`src/rtl/sps_pkg.sv`:
```
// SPI port package: register map, reset values, pin and state layouts.
// Assumes an 8-bit register bus on one system clock and pins outside that clock domain.
// Function
// - Busy bit reads 1 while a transfer runs, master or slave.
// - Master enable 1 selects master operation, 0 selects slave.
// - Phase 0 centres data on first clock edge, 1 on second.
// - Polarity selects idle clock level, low for 0, high for 1.
// - Selected flag follows the de-glitched select pin, 1 when low.
// - Raw select bit returns the unfiltered pin level at read time.
// - Slave shifter empty sets after a byte, clears on load or edge.
// - In master operation shifter empty and receive empty read 1.
// - Slave receive empty reads 0 while an unread byte is held.
// - Slave samples mid bit; master samples one clock before bit end.
// - Done flag sets after every byte; only software clears it.
// - Data write while the transmit buffer is full sets a sticky collision flag.
// - Master with select mode 01 and select low sets mode fault.
// - Slave byte end with unread receive byte sets sticky overrun.
// - Select mode 00 unused pin, 01 input, 1x drive low mode bit.
// - Transmit empty clears on data write, sets when shifter loads.
// - Port enable 0 disables the port, 1 enables it.
// - Master clock is system clock over two times divider plus one.
// - Data write fills transmit buffer and starts master; read gives rx.
// - Mode fault clears master enable and port enable.
// - A colliding write is dropped; transmit buffer stays unchanged.
// - On overrun the old byte is kept and the new one lost.
// - Four-wire slave works only while selected; deselect resets count.
package sps_pkg;
  localparam logic [7:0] A_CFG = 8'h9A;
  localparam logic [7:0] A_DAT = 8'h9B;
  localparam logic [7:0] A_DIV = 8'h9D;
  localparam logic [7:0] A_CTL = 8'hF8;
  localparam logic [7:0] CFG_RST = 8'h07;
  localparam logic [7:0] CTL_RST = 8'h06;
  localparam logic [7:0] DIV_RST = 8'h00;
  localparam logic [7:0] DAT_RST = 8'h00;
  localparam logic [1:0] MD_3W = 2'h0;
  localparam logic [1:0] MD_4W = 2'h1;
  localparam logic [3:0] LAST_HALF = 4'hF;
  localparam logic [3:0] LAST_EDGE = 4'hF;
  localparam logic [3:0] PIN_RST = 4'h1;
  typedef struct packed {
    logic sck;
    logic mosi;
    logic miso;
    logic nss_n;
  } sps_pin_t;
  typedef struct packed {
    logic sck;
    logic sck_oe;
    logic mosi;
    logic mosi_oe;
    logic miso;
    logic miso_oe;
    logic nss_n;
    logic nss_oe;
  } sps_pout_t;
  typedef struct packed {
    logic master;
    logic cpha;
    logic cpol;
    logic done;
    logic write_collision_flag;
    logic mode_fault_flag;
    logic ovr;
    logic [1:0] mode;
    logic en;
    logic [7:0] div;
    logic [7:0] txb;
    logic tx_full;
    logic [7:0] rxb;
    logic rx_full;
    logic [7:0] tsh;
    logic [7:0] rsh;
    logic shifter_empty;
    logic run;
    logic [3:0] h;
    logic [7:0] cnt;
    logic [3:0] ecnt;
    sps_pin_t pf;
    logic [7:0] rdata;
    sps_pout_t po;
    logic irq;
  } sps_st_t;
  localparam sps_st_t ST_RST = '{mode: CTL_RST[3:2], shifter_empty: CFG_RST[1],
    div: DIV_RST, txb: DAT_RST, rxb: DAT_RST, pf: PIN_RST, default: '0};
endpackage

```
`src/rtl/sps_port.sv`:
```
// SPI master/slave port with its four byte registers.
// Assumes pins are outside the clock domain and the bus is synchronous.
`timescale 1ns/10ps
module sps_port (
  input wire logic clock,
  input wire logic rstn,
  input wire logic [7:0] sfr_addr,
  input wire logic sfr_wr,
  input wire logic sfr_rd,
  input wire logic [7:0] sfr_wdata,
  output logic [7:0] sfr_rdata,
  input wire sps_pkg::sps_pin_t pin_in,
  output sps_pkg::sps_pout_t pin_out,
  output logic port_irq
);
  sps_pkg::sps_st_t st_q;
  sps_pkg::sps_st_t n;
  sps_pkg::sps_pin_t s0;
  sps_pkg::sps_pin_t s1;
  sps_pkg::sps_pin_t s2;
  sps_pkg::sps_pin_t f;
  logic sel;
  logic act;
  logic sedge;
  logic lead;
  logic samp;
  logic tick;
  logic busy;
  logic fin;

  assign sfr_rdata = st_q.rdata;
  assign pin_out = st_q.po;
  assign port_irq = st_q.irq;
  assign busy = st_q.run | (st_q.ecnt != 4'h0);

  // Pins cross in through three flops; the filter reads only the last two
  always_ff @(posedge clock or negedge rstn)
  begin
    if (!rstn)
    begin
      s0 <= sps_pkg::PIN_RST;
      s1 <= sps_pkg::PIN_RST;
      s2 <= sps_pkg::PIN_RST;
    end
    else
    begin
      s0 <= pin_in;
      s1 <= s0;
      s2 <= s1;
    end
  end

  always_comb
  begin
    n = st_q;
    f = st_q.pf;
    for (int i = 0; i < 4; i++)
    begin
      if (s1[i] == s2[i])
        f[i] = s2[i];
    end
    n.pf = f;
    sel = !f.nss_n;
    // Mode 1x as slave has no select input, so it acts like three-wire
    act = st_q.en & !st_q.master
      & ((st_q.mode != sps_pkg::MD_4W) | sel);
    sedge = (f.sck != st_q.pf.sck) & act;
    lead = f.sck != st_q.cpol;
    samp = lead ^ st_q.cpha;
    tick = st_q.cnt == st_q.div;
    fin = 1'b0;
    if (sfr_wr)
    begin
      case (sfr_addr)
        sps_pkg::A_CFG:
        begin
          n.master = sfr_wdata[6];
          n.cpha = sfr_wdata[5];
          n.cpol = sfr_wdata[4];
        end
        sps_pkg::A_CTL:
        begin
          n.done = sfr_wdata[7];
          n.write_collision_flag = sfr_wdata[6];
          n.mode_fault_flag = sfr_wdata[5];
          n.ovr = sfr_wdata[4];
          n.mode = sfr_wdata[3:2];
          n.en = sfr_wdata[0];
        end
        sps_pkg::A_DIV:
          n.div = sfr_wdata;
        sps_pkg::A_DAT:
        begin
          // A full buffer means a byte is still pending: drop the write
          if (st_q.tx_full)
            n.write_collision_flag = 1'b1;
          else
          begin
            n.txb = sfr_wdata;
            n.tx_full = 1'b1;
          end
        end
        default:
          n.write_collision_flag = st_q.write_collision_flag;
      endcase
    end
    if (sfr_rd)
    begin
      case (sfr_addr)
        sps_pkg::A_CFG:
          n.rdata = {busy, st_q.master, st_q.cpha, st_q.cpol,
            !st_q.pf.nss_n, s1.nss_n, st_q.master | st_q.shifter_empty,
            st_q.master | !st_q.rx_full};
        sps_pkg::A_CTL:
          n.rdata = {st_q.done, st_q.write_collision_flag, st_q.mode_fault_flag, st_q.ovr,
            st_q.mode, !st_q.tx_full, st_q.en};
        sps_pkg::A_DIV:
          n.rdata = st_q.div;
        sps_pkg::A_DAT:
        begin
          n.rdata = st_q.rxb;
          n.rx_full = 1'b0;
        end
        default:
          n.rdata = 8'h00;
      endcase
    end
    // Master engine: sixteen half periods of div+1 cycles each
    if (!st_q.en || !st_q.master)
    begin
      n.run = 1'b0;
      n.h = 4'h0;
      n.cnt = 8'h00;
    end
    else if (!st_q.run)
    begin
      n.h = 4'h0;
      n.cnt = 8'h00;
      if (st_q.tx_full)
      begin
        n.tsh = st_q.txb;
        n.tx_full = 1'b0;
        n.run = 1'b1;
      end
    end
    else
    begin
      n.cnt = st_q.cnt + 8'h01;
      if (tick)
      begin
        n.cnt = 8'h00;
        n.h = st_q.h + 4'h1;
        if (st_q.h[0])
        begin
          // Last cycle of the bit gives the slave the most settling time
          n.rsh = {st_q.rsh[6:0], f.miso};
          if (st_q.h != sps_pkg::LAST_HALF)
            n.tsh = {st_q.tsh[6:0], 1'b0};
        end
        if (st_q.h == sps_pkg::LAST_HALF)
        begin
          n.run = 1'b0;
          n.h = 4'h0;
          fin = 1'b1;
          n.rxb = n.rsh;
          n.rx_full = 1'b1;
        end
      end
    end
    // Slave engine: counts sixteen clock edges per byte
    if (!act)
      n.ecnt = 4'h0;
    else if (sedge)
    begin
      n.shifter_empty = 1'b0;
      n.ecnt = st_q.ecnt + 4'h1;
      if (samp)
        n.rsh = {st_q.rsh[6:0], f.mosi};
      else if (st_q.cpha ? st_q.ecnt != 4'h0
               : st_q.ecnt != sps_pkg::LAST_EDGE)
        n.tsh = {st_q.tsh[6:0], 1'b0};
      if (st_q.ecnt == sps_pkg::LAST_EDGE)
      begin
        fin = 1'b1;
        if (n.rx_full)
          n.ovr = 1'b1;
        else
        begin
          n.rxb = n.rsh;
          n.rx_full = 1'b1;
        end
        n.shifter_empty = !st_q.tx_full;
        if (st_q.tx_full)
        begin
          n.tsh = st_q.txb;
          n.tx_full = 1'b0;
        end
      end
    end
    // An empty slave shifter takes the buffer at once, selected or not
    if (st_q.en && !st_q.master && !sedge && st_q.shifter_empty && st_q.tx_full
      && st_q.ecnt == 4'h0)
    begin
      n.tsh = st_q.txb;
      n.tx_full = 1'b0;
      n.shifter_empty = 1'b0;
    end
    if (fin)
      n.done = 1'b1;
    if (st_q.en && st_q.master && st_q.mode == sps_pkg::MD_4W && sel)
    begin
      n.mode_fault_flag = 1'b1;
      n.master = 1'b0;
      n.en = 1'b0;
      n.run = 1'b0;
      n.h = 4'h0;
    end
    n.po.sck = n.run ? n.cpol ^ (n.cpha ? !n.h[0] : n.h[0])
      : n.cpol;
    n.po.sck_oe = n.en & n.master;
    n.po.mosi = n.tsh[7];
    n.po.mosi_oe = n.en & n.master;
    n.po.miso = n.tsh[7];
    n.po.miso_oe = n.en & !n.master
      & ((n.mode != sps_pkg::MD_4W) | !f.nss_n);
    n.po.nss_n = n.mode[0];
    n.po.nss_oe = n.mode[1];
    n.irq = n.done | n.write_collision_flag | n.mode_fault_flag | n.ovr;
  end

  always_ff @(posedge clock or negedge rstn)
  begin
    if (!rstn)
      st_q <= sps_pkg::ST_RST;
    else
      st_q <= n;
  end
endmodule

```
`config.mk`:
```
export PLATFORM = sky130hd
export DESIGN_NAME = sps_port
export DESIGN_NICKNAME = d
export VERILOG_FILES = /design/src/rtl/sps_pkg.sv /design/src/rtl/sps_port.sv
export SDC_FILE = /design/constraint.sdc
export NUM_CORES = 1
export LEC_CHECK = 0
export BUFFER_PORTS_ARGS = -buffer_cell sky130_fd_sc_hd__buf_4
export CORE_UTILIZATION = 40
export DETAILED_ROUTE_END_ITERATION = 12
export PLACE_DENSITY_LB_ADDON = 0.25
export SLEW_MARGIN = 20
export SYNTH_ARGS = -nofsm -noshare
export SYNTH_HDL_FRONTEND = slang
export SYNTH_SLANG_ARGS = --single-unit
```
`constraint.sdc`:
```
create_clock -name clock -period 4.3 [get_ports clock]
set_clock_uncertainty 0.1 [all_clocks]
set_input_delay 0.43 -clock clock [delete_from_list [all_inputs] [get_ports clock]]
set_output_delay 0.43 -clock clock [all_outputs]
set_load 0.05 [all_outputs]
```
==> results.sh <==
export IMPL_period_share_pct=69.93
export IMPL_cp_required_ns=4.44
export IMPL_start_util_pct=41.83
export IMPL_synth_cell_type_count=57
export IMPL_final_antenna_net_count=0
export IMPL_grt_pass1_wl_mm=19.73
export IMPL_grt_pass1_vias=3771
export IMPL_drt_iter0_markers=288
export IMPL_dp_cells=663
export IMPL_final_util_pct=47.29
export IMPL_num_antenna_cells=0
export IMPL_async_flop_share_pct=100.0
export IMPL_final_cell_count_no_fill=679
export IMPL_layout_drive_gt1_share_pct=22.11
export IMPL_portBuffers=40
export IMPL_via_count=3827
export IMPL_ys_ff_latch=99
export IMPL_status="finished clean"
export IMPL_cts_root_buf="clkbuf_16"
export IMPL_period_needed_ns=3.007
export IMPL_cts_htree_levels=3
export IMPL_syn_area_per_cell_um2=10.55
export IMPL_fin_tns_setup_ns=0
export IMPL_layout_nets=534
export IMPL_clkTransAtPathRegs_ns=0.07
export IMPL_tightest_slew_ns=0.9835
export IMPL_syn_inst=486
export IMPL_min_path_type="in -> reg"
export IMPL_route_detailed_drc=0
export IMPL_grt_use_total_pct=19.78
export IMPL_hold_buffers=0
export IMPL_die_h_um=115.2
export IMPL_cp_end_kind="register"
export IMPL_maxCapViolations=0
export IMPL_relSlewSlack_pct=33.88
export IMPL_core_um2=12260
export IMPL_post_cts_buffers=0
export IMPL_fill_cells=1111
export IMPL_wl_per_cell_um=17.75
export IMPL_row_count=40
export IMPL_worstHoldPathCells=1
export IMPL_dieArea_um2=13280
export IMPL_seq_area_frac_synth_pct=48.45
export IMPL_power_density_nw_per_um2=350.1
export IMPL_swShare_pct=23.17
export IMPL_rsz0062_at_grt="no"
export IMPL_drt_vias_per_instance=5.636
export IMPL_comb_power_share_pct=7.9
export IMPL_timing_critical_path_fanout_max=28
export IMPL_synth_area_um2=5129
export IMPL_dp_hpwl_mm=8.667
export IMPL_synth_fp_nets=514
export IMPL_hold_viol=0
export IMPL_clk_latency_ns=0.35
export IMPL_setup_viol=0
export IMPL_max_freq_mhz=332.6
export IMPL_cp_data_arrival_time_ns=3.14
export IMPL_place_congestion=0.8603
export IMPL_report_final_slew_viol_count=0
export IMPL_antenna_found_initial=0
export IMPL_power_frac_seq_pct=48.6
export IMPL_cts_tree="yes"
export IMPL_ioPinCount=41
export IMPL_dieWidth_um=115.2
export IMPL_cts_sinks=99
export IMPL_path_class="reg -> reg"
export IMPL_firstDrtPassIters=5
export IMPL_cts_inserted_buffers=9
export IMPL_ir_drop_mv=0.2185
export IMPL_switching_power_mw=0.4704
export IMPL_power_frac_clock_pct=43.5
export IMPL_synth_edff_count=0
export IMPL_gr_total_overflow=0
export IMPL_p_int_mw=1.560
export IMPL_yosys_warnings=0
export IMPL_cts_resized=0
export IMPL_clk_path_buf_depth=2
export IMPL_start_kind="register"
export IMPL_synth_ff_type="dfrtp_1"
export IMPL_leakagePower_nw=2.490
export IMPL_reg2regPathDepth=5
export IMPL_grt_max_degree=76
export IMPL_power_mw=2.030
export IMPL_syn_to_final_growth_pct=13.05
export IMPL_routed_wl_mm=12.05
==> worst max-delay path, cell delays in order, from the launching register on <==
cell and delay, ns:
dfrtp_1 0.90, nand2_1 0.24, or4_1 0.79, a21boi_1 0.27, nand3_2 0.22, mux2_2 0.37
==> area by class of cell <==
class / count / area (um2) / area share, %
Clock buffer: 12 / 256.5 / 4.424
Inverter: 21 / 78.83 / 1.360
Timing Repair Buffer: 43 / 322.8 / 5.568
Tap cell: 168 / 210.2 / 3.625
Clock inverter: 4 / 72.57 / 1.252
Sequential cell: 99 / 2485 / 42.86
Multi-Input combinational cell: 332 / 2372 / 40.92
==> cells in the mapped netlist (4+ instances only) <==
library cell	count	area, um2
a21boi_0	6	45.04
a21oi_1	17	85.08
a222oi_1	8	80.08
a2bb2oi_1	6	52.55
a31oi_1	6	37.54
and3_1	7	43.79
buf_2	4	20.02
buf_4	16	120.1
clkbuf_1	11	41.29
dfrtp_1	93	2327
dfstp_2	6	157.7
ha_1	4	50.05
inv_1	21	78.83
maj3_1	4	40.04
mux2_2	29	326.6
mux2i_1	33	330.3
nand2_1	40	150.1
nand2b_1	5	31.28
nand3_1	9	45.04
nand4_1	10	62.56
nor2_1	36	135.1
nor3_1	12	60.06
o211ai_1	6	45.04
o21ai_0	15	75.07
o221a_2	6	67.56
o22ai_1	7	43.79
or2_2	4	25.02
xnor2_1	13	113.9
xor2_1	6	52.55
==> stage by stage <==
stage / hold slack, ns / worst slack [ns] / instance area (um2)
detailed placement: 0.2395 / 1.341 / 5469
CTS: 0.07051 / 1.320 / 5798
floorplan: 0.03441 / 1.936 / 5129
global placement: 0.2326 / 1.474 / 5469
global route: 0.06464 / 1.142 / 5798
finish: 0.08505 / 1.293 / 5798
==> metal layers <==
layer	share of wire [%]	GRT usage [%]	wire length [um]	up-vias
met5	0	0	0	-
met4	1.9	6.580	223	0
met3	5.5	5.166	661	18
met2	48	32.05	5759	119
met1	45	25.77	5408	1899
li1	-	-	-	1791
==> cell families after synthesis <==
logic type	count (synthesis)	synth area share (%)
mux	62	12.81
flops	99	48.45
fa+ha+maj	8	1.757
buf+inv	55	5.294
xor+xnor	20	3.562
compound gates	96	13.59
simple gates	146	14.54
==> power groups by stage <==
stage	registers [mW]	logic (mW)	clock network, mW
6_report	0.987	0.160	0.883
5_1_grt	0.989	0.177	0.944
4_1_cts	0.986	0.162	0.906
3_5_place_dp	1.00	0.161	0
3_3_place_gp	1.00	0.159	0
2_1_floorplan	0.991	0.0987	0
==> state kept, by name, summed over array words and instances (netlist names) <==
name       flops
sfr_rdata      8
st_q          73
s1             4
s2             4
port_irq       1
pin_out        5
s0             4
==> placed cells by master, fill, tap and decap left out, types with 7 or more instances in the layout <==
cell / n
a21oi_1: 17
a222oi_1: 8
and3_1: 7
buf_4: 43
clkbuf_16: 9
dfrtp_1: 93
inv_1: 21
mux2_2: 29
mux2i_1: 33
nand2_1: 40
nand3_1: 9
nand4_1: 10
nor2_1: 36
nor3_1: 12
o21ai_0: 15
o22ai_1: 7
xnor2_1: 13
==> final timing paths <==
| kind | start | endpoint | slack (ns) |
|---|---|---|---|
| max in group asynchronous | rstn | st_q[38]$_DFFE_PN1P_ | 3.05 |
| min in group asynchronous | rstn | st_q[28]$_DFF_PN0_ | 0.10 |
| hold / removal | pin_in[1] | s0[1]$_DFF_PN0_ | 0.09 |
| setup / recovery | st_q[37]$_DFF_PN0_ | st_q[56]$_DFF_PN0_ | 1.29 |
| hold reg to reg | s0[2]$_DFF_PN0_ | s1[2]$_DFF_PN0_ | 0.25 |
| setup reg to reg | st_q[37]$_DFF_PN0_ | st_q[56]$_DFF_PN0_ | 1.29 |
Note: power is estimated with default switching activity, not from simulation.
